[config.mk]
export PLATFORM = sky130hd
export DESIGN_NAME = hbc_bridge_ctrl
export DESIGN_NICKNAME = d
export VERILOG_FILES = /design/src/hbc_pkg.sv /design/src/hbc_bridge_ctrl.sv
export SDC_FILE = /design/constraint.sdc
export NUM_CORES = 1
export LEC_CHECK = 0
export ABC_AREA = 0
export ABC_CLOCK_PERIOD_IN_PS = 2300
export BUFFER_PORTS_ARGS = -buffer_cell sky130_fd_sc_hd__buf_4
export CORE_AREA = 3 3 73 109
export DETAILED_ROUTE_END_ITERATION = 8
export DIE_AREA = 0 0 76 112
export PLACE_DENSITY = 0.59
export SLEW_MARGIN = 20
export SYNTH_ARGS = -nofsm -noshare
export SYNTH_HDL_FRONTEND = slang
export SYNTH_SLANG_ARGS = --single-unit
[constraint.sdc]
create_clock -name clk_sys -period 2.3 [get_ports clk_sys]
set_input_delay 0.46 -clock clk_sys [delete_from_list [all_inputs] [get_ports clk_sys]]
set_output_delay 0.46 -clock clk_sys [all_outputs]
set_load 0.05 [all_outputs]
[src/hbc_pkg.sv]
/*
  Shared constants and types of the H-bridge control block: the register map,
  the field layout, the reset values and the timing counts.
  Assumes a 125 MHz system clock. All analog detection is done by comparators
  outside the block, which deliver synchronous logic levels.
*/
package hbc_pkg;

  // ****************************************************************
  // Clock and timing
  // ****************************************************************
  localparam int unsigned CLK_HZ        = 125_000_000;
  localparam int unsigned CLK_PERIOD_NS = 8;
  // Break-before-make gap between the two switches of one leg.
  localparam int unsigned DEAD_TIME_NS  = 500;
  localparam int unsigned DEAD_CYCLES   =
    (DEAD_TIME_NS + CLK_PERIOD_NS - 1) / CLK_PERIOD_NS;
  // Internal chopping rate, typical value of the allowed band.
  localparam int unsigned CHOP_RATE_HZ  = 46_000;
  localparam int unsigned CHOP_CYCLES   = CLK_HZ / CHOP_RATE_HZ;

  localparam int unsigned DEAD_W = 7;
  localparam int unsigned CHOP_W = 12;
  localparam logic [DEAD_W-1:0] DEAD_LAST = DEAD_W'(DEAD_CYCLES);
  localparam logic [CHOP_W-1:0] CHOP_LAST = CHOP_W'(CHOP_CYCLES - 1);

  // ****************************************************************
  // Register map
  // ****************************************************************
  localparam int unsigned ADDR_W = 8;
  localparam logic [ADDR_W-1:0] CTRL_OFFSET   = 8'h00;
  localparam logic [ADDR_W-1:0] STATUS_OFFSET = 8'h04;

  localparam int unsigned CTRL_CHOP_EN_BIT  = 0;
  localparam int unsigned CTRL_HOLD_OFF_BIT = 1;
  localparam logic [1:0]  CTRL_RESET        = 2'h1;

  localparam int unsigned STAT_FAULT_BIT  = 0;
  localparam int unsigned STAT_CAUSE_LSB  = 1;
  localparam int unsigned STAT_GATE_LSB   = 8;
  localparam int unsigned STAT_CHOP_BIT   = 12;
  localparam logic [31:0] READ_ZERO       = 32'h0000_0000;

  // ****************************************************************
  // Types
  // ****************************************************************
  typedef struct packed {
    logic legAHighSwitch;
    logic legALowSwitch;
    logic legBHighSwitch;
    logic legBLowSwitch;
  } hbc_gate_t;

  typedef struct packed {
    logic supplyLow;
    logic overheat;
    logic overcurrent;
    logic shortCircuit;
  } hbc_cause_t;

  typedef enum logic {CHOP_ON, CHOP_OFF} hbc_chop_t;

endpackage

[src/hbc_bridge_ctrl.sv]
/*
  Gate control of a brushed DC motor H-bridge: direction decode, own
  break-before-make gap, low-side chopping for peak current limiting, the
  protection latch with its fault output, and a small APB register slave.
  Assumes all inputs synchronous to clk_sys and the detector inputs to come
  from comparators outside. The block reset stands for the control-supply
  power-on reset.
*/
// Contract
// - Direction input A low: leg A high on, low off; high: the reverse.
// - Direction input B low: leg B high on, low off; high: the reverse.
// - Enable low, directions not both low: all bridge switches held off.
// - Drive needs enable high; A high B low forward, A low B high reverse.
// - Own dead time between the two switches of a leg on reversal.
// - Both direction inputs low: both high-side switches on for braking.
// - Enable may carry host PWM up to 50 kHz gating the outputs.
// - Enable pulses down to 1 us are followed correctly.
// - Any detector trip drives fault low and latches all switches off.
// - Protection latch stays set until power-on reset.
// - Supply falling while enable is high asserts the fault output.
// - Current limited by chopping only low-side switches at internal rate.
// - Overcurrent detector trip shuts off and latches the outputs.
// - Chopping on-phase ends when sense reaches the set level.
// - Short-circuit detection works even with the sense resistor shorted.
module hbc_bridge_ctrl
  import hbc_pkg::*;
(
  input  wire logic              clk_sys,
  input  wire logic              rst,
  input  wire logic              psel,
  input  wire logic              penable,
  input  wire logic              pwrite,
  input  wire logic [ADDR_W-1:0] paddr,
  input  wire logic [31:0]       pwdata,
  output logic      [31:0]       prdata,
  output logic                   pready,
  output logic                   pslverr,
  input  wire logic              dirInA,
  input  wire logic              dirInB,
  input  wire logic              enableIn,
  input  wire logic              shortDetect,
  input  wire logic              overcurrentDetect,
  input  wire logic              overheatDetect,
  input  wire logic              peakReached,
  input  wire logic              supplyLow,
  output hbc_gate_t              gate,
  output logic                   faultN
);

  // ****************************************************************
  // Decode helpers
  // ****************************************************************
  // Returns {high, low} requests for one leg from its own direction input.
  function automatic logic [1:0] legRequest(input logic dirIn,
                                            input logic bothLow,
                                            input logic enable);
    logic [1:0] req;
    req = 2'h0;
    if (bothLow) begin
      req = 2'h2;
    end else if (enable) begin
      req = dirIn ? 2'h1 : 2'h2;
    end
    return req;
  endfunction

  function automatic logic addrHit(input logic [ADDR_W-1:0] addr,
                                   input logic [ADDR_W-1:0] offset);
    return addr == offset;
  endfunction

  // ****************************************************************
  // Protection latch
  // ****************************************************************
  hbc_cause_t cause_q;
  hbc_cause_t cause_d;
  logic       faultLatch_q;
  logic       faultLatch_d;
  logic       faultN_q;
  logic       faultN_d;

  always_comb begin
    cause_d = cause_q;
    // Sticky causes; nothing but reset clears them.
    if (shortDetect) begin
      cause_d.shortCircuit = 1'b1;
    end
    if (overcurrentDetect) begin
      cause_d.overcurrent = 1'b1;
    end
    if (overheatDetect) begin
      cause_d.overheat = 1'b1;
    end
    if (supplyLow && enableIn) begin
      cause_d.supplyLow = 1'b1;
    end
    faultLatch_d = faultLatch_q | (|cause_d);
    faultN_d     = ~faultLatch_d;
  end

  always_ff @(posedge clk_sys or posedge rst) begin
    if (rst) begin
      cause_q      <= '0;
      faultLatch_q <= 1'b0;
      faultN_q     <= 1'b1;
    end else begin
      cause_q      <= cause_d;
      faultLatch_q <= faultLatch_d;
      faultN_q     <= faultN_d;
    end
  end

  assign faultN = faultN_q;

  // ****************************************************************
  // Control register and chopping oscillator
  // ****************************************************************
  logic [1:0]        ctrl_q;
  logic [1:0]        ctrl_d;
  hbc_chop_t         chop_q;
  hbc_chop_t         chop_d;
  logic [CHOP_W-1:0] chopCnt_q;
  logic [CHOP_W-1:0] chopCnt_d;
  logic              chopEn;
  logic              lowAllowed;
  logic              apbWrite;

  assign chopEn   = ctrl_q[CTRL_CHOP_EN_BIT];
  assign apbWrite = psel && penable && pready && pwrite;

  always_comb begin
    ctrl_d = ctrl_q;
    if (apbWrite && addrHit(paddr, CTRL_OFFSET)) begin
      ctrl_d = pwdata[1:0];
    end
    chopCnt_d = (chopCnt_q == CHOP_LAST) ? '0 : chopCnt_q + 1'b1;
    chop_d    = chop_q;
    // A peak in the on-phase wins over a period start in the same cycle.
    case (chop_q)
      CHOP_ON: begin
        if (peakReached) begin
          chop_d = CHOP_OFF;
        end
      end
      CHOP_OFF: begin
        if (chopCnt_q == CHOP_LAST) begin
          chop_d = CHOP_ON;
        end
      end
      default: begin
        chop_d = CHOP_ON;
      end
    endcase
  end

  always_ff @(posedge clk_sys or posedge rst) begin
    if (rst) begin
      ctrl_q    <= CTRL_RESET;
      chop_q    <= CHOP_ON;
      chopCnt_q <= '0;
    end else begin
      ctrl_q    <= ctrl_d;
      chop_q    <= chop_d;
      chopCnt_q <= chopCnt_d;
    end
  end

  assign lowAllowed = !chopEn || (chop_q == CHOP_ON);

  // ****************************************************************
  // Bridge legs with break-before-make
  // ****************************************************************
  logic [1:0] dirIn;
  logic [1:0] hiOn_q;
  logic [1:0] loOn_q;
  logic [1:0] hiOn_d;
  logic [1:0] loOn_d;
  logic [1:0] lastLow_q;
  logic [1:0] lastLow_d;
  logic       bothLow;
  logic       drive;

  assign dirIn   = {dirInB, dirInA};
  assign bothLow = !dirInA && !dirInB;
  // Enable is looked at every cycle, so host PWM of any width is followed.
  assign drive   = !faultLatch_d && !ctrl_q[CTRL_HOLD_OFF_BIT];

  genvar leg;
  generate
    for (leg = 0; leg < 2; leg++) begin : g_leg
      logic [DEAD_W-1:0] offCnt_q;
      logic [DEAD_W-1:0] offCnt_d;
      logic [1:0]        req;
      logic              gapDone;

      always_comb begin
        req      = drive ? legRequest(dirIn[leg], bothLow, enableIn)
                         : 2'h0;
        gapDone  = (offCnt_q == DEAD_LAST);
        offCnt_d = (hiOn_q[leg] || loOn_q[leg]) ? '0 :
                   (gapDone ? offCnt_q : offCnt_q + 1'b1);
        // A side may turn on only after the gap unless it was the last one on.
        hiOn_d[leg] = req[1] && !loOn_q[leg] && (!lastLow_q[leg] || gapDone);
        loOn_d[leg] = req[0] && lowAllowed && !hiOn_q[leg]
                      && (lastLow_q[leg] || gapDone);
        lastLow_d[leg] = hiOn_q[leg] ? 1'b0 : (loOn_q[leg] ? 1'b1 : lastLow_q[leg]);
      end

      always_ff @(posedge clk_sys or posedge rst) begin
        if (rst) begin
          offCnt_q <= DEAD_LAST;
        end else begin
          offCnt_q <= offCnt_d;
        end
      end
    end
  endgenerate

  always_ff @(posedge clk_sys or posedge rst) begin
    if (rst) begin
      hiOn_q    <= 2'h0;
      loOn_q    <= 2'h0;
      lastLow_q <= 2'h0;
    end else begin
      hiOn_q    <= hiOn_d;
      loOn_q    <= loOn_d;
      lastLow_q <= lastLow_d;
    end
  end

  assign gate = '{legAHighSwitch: hiOn_q[0], legALowSwitch: loOn_q[0],
                  legBHighSwitch: hiOn_q[1], legBLowSwitch: loOn_q[1]};

  // ****************************************************************
  // APB slave
  // ****************************************************************
  logic [31:0] prdata_q;
  logic [31:0] prdata_d;
  logic        pready_q;
  logic        pready_d;
  logic        pslverr_q;
  logic        pslverr_d;

  // Answer is prepared in the setup cycle and shown in the first access cycle.
  always_comb begin
    pready_d  = psel && !penable;
    prdata_d  = READ_ZERO;
    pslverr_d = 1'b0;
    if (psel && !penable) begin
      if (addrHit(paddr, CTRL_OFFSET)) begin
        prdata_d[1:0] = ctrl_q;
      end else if (addrHit(paddr, STATUS_OFFSET)) begin
        prdata_d[STAT_FAULT_BIT]                     = faultLatch_q;
        prdata_d[STAT_CAUSE_LSB +: 4]                = cause_q;
        prdata_d[STAT_GATE_LSB +: 4]                 = gate;
        prdata_d[STAT_CHOP_BIT]                      = (chop_q == CHOP_OFF);
      end else begin
        pslverr_d = 1'b1;
      end
    end
  end

  always_ff @(posedge clk_sys or posedge rst) begin
    if (rst) begin
      prdata_q  <= READ_ZERO;
      pready_q  <= 1'b0;
      pslverr_q <= 1'b0;
    end else begin
      prdata_q  <= prdata_d;
      pready_q  <= pready_d;
      pslverr_q <= pslverr_d;
    end
  end

  assign prdata  = prdata_q;
  assign pready  = pready_q;
  assign pslverr = pslverr_q;
endmodule

==> run_results.csv, run 1 <==
group,metric,value,unit
yosys,syn_avg_cell_area,10.87,um2
yosys,synth_cell_type_count,44,
yosys,synthXorXnorAreaFrac,4.317,%
routing,finalWirelength,4538,um
sta,finalSetupTns,0,ns
global_route,grt_use_total,10.99,%
yosys,yosysTopAreaCell,"dfrtp_1",
routing,first_pass_iters,4,
global_route,grt_pass1_wl,7603,um
yosys,synth_area_leaders,"dfrtp_1 (40%), dfstp_2 (15%), buf_4 (6.8%), nor2_1 (4.5%), xnor2_1 (2.9%)",
place,hpwl,3378,um
yosys,yosys-top-cells-count,"dfrtp_1 (39), nor2_1 (29), buf_4 (22)",
routing,via_per_inst,4.413,
yosys,synth.top_cell.area_share,40.08,%
setup_path,r2r-start,"cause_q[2]$_DFF_PP0_",
yosys,synth_top_family_by_area,"simple AND/OR/NAND/NOR gates",
floorplanning,fp.dieW,76,um
setup_path,crit_family,"simple AND/OR/NAND/NOR gates",
yosys,yosys.area_share.simple,19.32,%
place,port_buffers,39,
routing,avgRoutedWirePerCell,12.17,um
sta,setup_ws,0.3314,ns
setup_path,arrival,2.19,ns
yosys,synth.most_common_cell,"dfrtp_1",
final_layout,final_nets,329,
sta,drv_slew,0,
clock_network,htree_levels,2,
sta,worstMarginPinSlew,0.6595,ns
yosys,yosysWarningCount,0,
setup_path,slowest_stage,"or4_1",
setup_path,r2r_slack,0.33,ns
global_route,grt_max_degree,54,
power,finalPower,2.238,mW
global_route,antenna_found_initial,0,
clock_network,clk_pin_slew,0.09,ns
sta,min_period,1.969,ns
routing,first_iter_violations,96,
sta,timing_hold_violations_final,0,
final_layout,stdcell_count,373,
power,p_per_area,777.4,mW/mm2
sta,setup_viol,0,
clock_network,cts_hold_buf,0,
final_layout,antenna-diode-count,0,
setup_path,end_kind,"flip-flop",
routing,ant_nets,0,
setup_path,critPathMaxFanout,4,
yosys,synth_area,0.002435,mm2
place,dp.cells,365,
yosys,synthAdderAreaFrac,2.055,%
routing,vias,1646,
yosys,synth_seq_area_share,55.19,%
place,gp_congestion,0.7508,
setup_path,worstPathRequired,2.52,ns
routing,route.detailed.drc,0,
clock_network,clk_latency,0.30,ns
setup_path,worstRegToRegCells,4,
floorplanning,die_area,0.008512,mm2
floorplanning,die_y,112,um
job,max-cap-violations,0,
power,ir_drop,412.2,uV
sta,slew-limit-headroom,56.03,%
clock_network,ctsRootBufferMaster,"clkbuf_8",
worst_hold_path,min_path_type,"primary input to async pin",
global_route,grt_pass1_vias,1608,
floorplanning,core_area,0.007179,mm2
setup_path,cp-start-kind,"flip-flop",
yosys,synth_ff_type,"dfrtp_1",
status,status,"finished clean",
sta,fin_skew,0.005686,ns
sta,rsz0062_at_grt,"no",
place,place_area,0.002795,mm2
yosys,syn_inst,224,
setup_path,reg2reg_to,"loOn_q[1]$_DFF_PP0_",
global_route,grt.overflow.total,0,
clock_network,cts_buffers,5,
final_layout,stdcell_area,0.002879,mm2
setup_path,max_stage_delay,0.52,ns
setup_path,crit_chain,"or3_1 > or4_1 > a2111oi_4 > nor4b_4",
sta,fmax,508.0,MHz
clock_network,post_cts_buffers,0,
setup_path,criticalPathCategory,"flip-flop to flip-flop",
clock_network,cts.sinks,53,
yosys,synthMuxAreaShare,2.569,%
floorplanning,rows,38,
clock_network,clockBufferDepth,2,
yosys,ys_ff_latch,53,
yosys,synth_edf_count,0,
clock_network,post_cts_resized,0,
clock_network,cts_tree,"yes",
final_layout,area_delta_synth_final,18.24,%
yosys,synth_compound_area_share,7.862,%
sta,period_share,85.59,%
final_layout,drive_above_1_share,25.64,%
floorplanning,pin_count,92,
power,p_leak,1.320,nW
yosys,async_reset_ff_share,100.0,%
floorplanning,start_util,33.91,%
place,preCtsSetupSlack,0.1619,ns
setup_path,crit_buf_inv,0,
## how the worst max path moves through the flow
| stage | slack (ns) | startpoint | endpoint | cells past startpoint |
|---|---|---|---|---|
| 2_1_floorplan | 0.37 | shortDetect | loOn_q[1]$_DFF_PP0_ | 5 |
| 3_3_place_gp | 0.17 | shortDetect | loOn_q[1]$_DFF_PP0_ | 5 |
| 3_5_place_dp | 0.16 | shortDetect | loOn_q[1]$_DFF_PP0_ | 5 |
| 4_1_cts | 0.31 | cause_q[2]$_DFF_PP0_ | loOn_q[1]$_DFF_PP0_ | 4 |
| 5_1_grt | 0.22 | cause_q[2]$_DFF_PP0_ | loOn_q[1]$_DFF_PP0_ | 4 |
| 6_report | 0.33 | cause_q[2]$_DFF_PP0_ | loOn_q[1]$_DFF_PP0_ | 4 |
## cell families (layout without fill, tap and decap cells)
group	count (synthesis)	after routing
other	1	22
adders and majority gates	4	4
muxes	6	6
AOI/OAI and AO/OA	27	27
xor gates and xnor gates	12	12
DFF	53	53
and+or+nand+nor	88	88
buffers and inverters	33	61
## sequential cells by signal (all words and copies together), names as in the netlist
signal	flops
faultLatch_q	1
pready	1
loOn_q	2
lastLow_q	2
cause_q	4
faultN	1
pslverr	1
chopCnt_q	12
hiOn_q	2
prdata	10
g_leg.offCnt_q	14
ctrl_q	2
chop_q	1
## metal layers
layer	track usage (%)	vias up	share of wire [%]
li1	-	814	-
met3	2.670	5	4.1
met2	18.19	40	49
met5	0	-	0
met4	3.990	0	1.2
met1	14.02	787	46
## stage by stage
step	util [%]	hold slack, ns
after floorplan	-	0.4319
after global placement	38.93	0.4499
after detailed placement	38.93	0.4558
after CTS	40.10	0.3404
after global routing	40.10	0.3452
final	40.10	0.3267
## placed cells by master, fill, tap and decap left out, drive strengths merged, types with 4 or more instances in the layout
| cell | Yosys | final |
|---|---|---|
| nand3 | 9 | 9 |
| conb | 1 | 22 |
| xnor2 | 8 | 8 |
| nand4 | 4 | 4 |
| a31oi | 5 | 5 |
| dfrtp | 39 | 39 |
| a21oi | 6 | 6 |
| or2 | 5 | 5 |
| nand2 | 10 | 10 |
| mux2i | 4 | 4 |
| and2 | 9 | 9 |
| ha | 4 | 4 |
| o21ai | 7 | 7 |
| dfstp | 14 | 14 |
| clkbuf | 1 | 7 |
| nor2b | 4 | 4 |
| inv | 9 | 9 |
| xor2 | 4 | 4 |
| buf | 23 | 44 |
| nor2 | 29 | 29 |
## area by class of cell
cell class	instances	area [um2]
multi-input cells	159	962.2
flip-flops and latches	53	1344
fillers	703	4300
repair buffers	44	330.3
clock inverters	1	7.507
clock buffers	7	76.32
well taps	100	125.1
inverters	9	33.78
## report_power, final
part	switching, mW	leakage (nW)	internal (mW)
Sequential	0.107	0.643	1.13
Clock	0.296	0.0385	0.216
Combinational	0.292	0.638	0.199
## worst register-to-register path: stages, from the launching register on
cell and delay (ns):
dfrtp_1 0.39, or3_1 0.36, or4_1 0.52, a2111oi_4 0.38, nor4b_4 0.24
Note: power is estimated with default switching activity, not from simulation.
==> run 2, diff against run 1 <==
- ABC_CLOCK_PERIOD_IN_PS: 2300 -> 2280
- CORE_AREA: 3 3 73 109 -> 3 3 61 92
- DIE_AREA: 0 0 76 112 -> 0 0 64 95
- PLACE_DENSITY: 0.59 -> 0.8
- SKIP_LAST_GASP: not set -> 1
- clock period: 2.3 -> 2.28 ns (I/O delays scaled with it)
==> run 2 against run 1 <==
Global-route usage rose by 5.0 points. Via count rose by 2.9%. Routed wire length fell by 4.6%. Critical path depth did not move. Critical path type unchanged. Critical endpoint unchanged.
==> run_results.csv, run 2 (synthesized netlist as in run 1, its figures left out) <==
group,metric,value,unit
status,status,"finished clean",
setup_path,end_kind,"flip-flop",
power,p_switching,0.6891,mW
power,p_seq_share,55.6,%
sta,fmax,500.5,MHz
final_layout,layout_common_cells,"buf_4 (44), dfrtp_1 (39), nor2_1 (29), conb_1 (22), dfstp_2 (14)",
place,hpwl,3252,um
routing,route.detailed.drc,0,
routing,via_per_inst,4.994,
setup_path,r2r_slack,0.28,ns
setup_path,crit_cells,4,
floorplanning,start_util,50.22,%
setup_path,crit_chain,"or3_1 > or4_1 > a2111oi_4 > nor4b_4",
routing,dr_wl_met2,2351,um
routing,wl_met3,196,um
final_layout,top_register,"g_leg.offCnt_q",
global_route,grt_use_total,16.03,%
floorplanning,die_y,95,um
clock_network,cts_tree,"yes",
power,p_per_area,791.2,mW/mm2
routing,ant_nets,0,
setup_path,criticalPathCategory,"flip-flop to flip-flop",
clock_network,cts_hold_buf,0,
power,internal_power,1.555,mW
routing,first_iter_violations,61,
worst_hold_path,min_path_type,"primary input to async pin",
place,gp_congestion,0.8102,
clock_network,post_cts_resized,0,
clock_network,cts.sinks,53,
final_layout,seq_area,0.001344,mm2
routing,met1_length,1701,um
routing,avgRoutedWirePerCell,12.77,um
sta,drv_slew,0,
final_layout,drive_above_1_share,25.64,%
power,ir_drop,577.1,uV
floorplanning,fp.dieW,64,um
final_layout,largest_reg_flops,14,
place,preCtsSetupSlack,0.1394,ns
setup_path,crit_family,"simple AND/OR/NAND/NOR gates",
power,p_leak,1.320,nW
floorplanning,pin_count,92,
setup_path,startpoint,"cause_q[2]$_DFF_PP0_",
floorplanning,die_area,0.006080,mm2
setup_path,reg2reg_to,"loOn_q[1]$_DFF_PP0_",
floorplanning,core_area,0.004848,mm2
final_layout,final_nets,329,
setup_path,max_stage_delay,0.54,ns
clock_network,htree_levels,2,
routing,first_pass_iters,4,
clock_network,clk_latency,0.30,ns
sta,slew-limit-headroom,57.68,%
routing,vias,1693,
clock_network,ctsRootBufferMaster,"clkbuf_8",
sta,timing_hold_violations_final,0,
global_route,grt_max_degree,54,
final_layout,area_delta_synth_final,16.50,%
place,port_buffers,39,
setup_path,endpoint,"loOn_q[1]$_DFF_PP0_",
sta,worstMarginPinSlew,0.6348,ns
setup_path,worstPathRequired,2.50,ns
power,swShare,30.70,%
sta,finalSetupTns,0,ns
sta,setup_viol,0,
sta,rsz0062_at_grt,"no",
final_layout,nFillCells,406,
clock_network,cts_buffers,5,
global_route,grt.overflow.total,0,
global_route,antenna_found_initial,0,
final_layout,multiInputGateArea,962.2,um2
clock_network,post_cts_buffers,0,
setup_path,critPathMaxFanout,4,
setup_path,r2r-start,"cause_q[2]$_DFF_PP0_",
power,finalPower,2.244,mW
setup_path,crit_buf_inv,0,
routing,top_layer,"met4",
global_route,grt_pass1_wl,7507,um
clock_network,clockBufferDepth,2,
clock_network,clk_pin_slew,0.09,ns
final_layout,antenna-diode-count,0,
global_route,grt_pass1_vias,1709,
power,pwr-share-clk,22.3,%
sta,setup_ws,0.2819,ns
power,comb_power_share,22.1,%
sta,min_period,1.998,ns
floorplanning,rows,31,
setup_path,worstRegToRegCells,4,
final_layout,final_common_cell,"buf_4",
sta,fin_skew,0.006152,ns
setup_path,slowest_stage,"or4_1",
setup_path,cp-start-kind,"flip-flop",
sta,period_share,87.64,%
setup_path,arrival,2.21,ns
job,max-cap-violations,0,
routing,finalWirelength,4329,um
[run 2: cell counts in the layout (fill, tap and decap cells not counted)]
Identical to the previous run, type by type.
[run 2: worst min path at each step]
stage | startpoint | to | cells after the start
6_report | rst | prdata[3]$_DFF_PP0_ | 3
5_1_grt | penable | pready$_DFF_PP0_ | 2
4_1_cts | penable | pready$_DFF_PP0_ | 2
3_5_place_dp | cause_q[3]$_DFF_PP0_ | cause_q[3]$_DFF_PP0_ | 1
3_3_place_gp | cause_q[3]$_DFF_PP0_ | cause_q[3]$_DFF_PP0_ | 1
2_1_floorplan | cause_q[3]$_DFF_PP0_ | cause_q[3]$_DFF_PP0_ | 1
[run 2: power by group through the flow]
stage          Clock, mW  Combinational, mW  Sequential, mW
3_3_place_gp           0              0.480            1.25
3_5_place_dp           0              0.499            1.26
2_1_floorplan          0              0.428            1.24
6_report           0.501              0.496            1.25
4_1_cts            0.524              0.499            1.25
5_1_grt            0.564              0.567            1.27
[run 2: final cells by class]
cell class	count	area share [%]
Sequential cell	53	47.38
Multi-Input combinational cell	159	33.92
Timing Repair Buffer	44	11.65
Tap cell	66	2.911
Clock buffer	7	2.691
Inverter	9	1.191
Clock inverter	1	0.2647
[run 2: routing by layer]
metal	vias to the layer above	global-route usage (%)
met2	43	29.25
met5	-	0
met3	8	3.333
met4	0	7.027
li1	818	-
met1	824	17.69
[run 2: worst register-to-register path: stages (launching register included)]
cell	delay [ns]
dfrtp_1	0.40
or3_1	0.36
or4_1	0.54
a2111oi_4	0.38
nor4b_4	0.23
[run 2: per-stage QoR]
step	hold slack, ns	instance area, um2	utilization, %	cells
floorplan	0.4319	2514	-	245
global placement	0.4506	2753	56.77	331
detailed placement	0.4563	2753	56.77	331
CTS	0.3312	2836	58.50	339
global route	0.3398	2836	58.50	339
finish	0.3178	2836	58.50	339
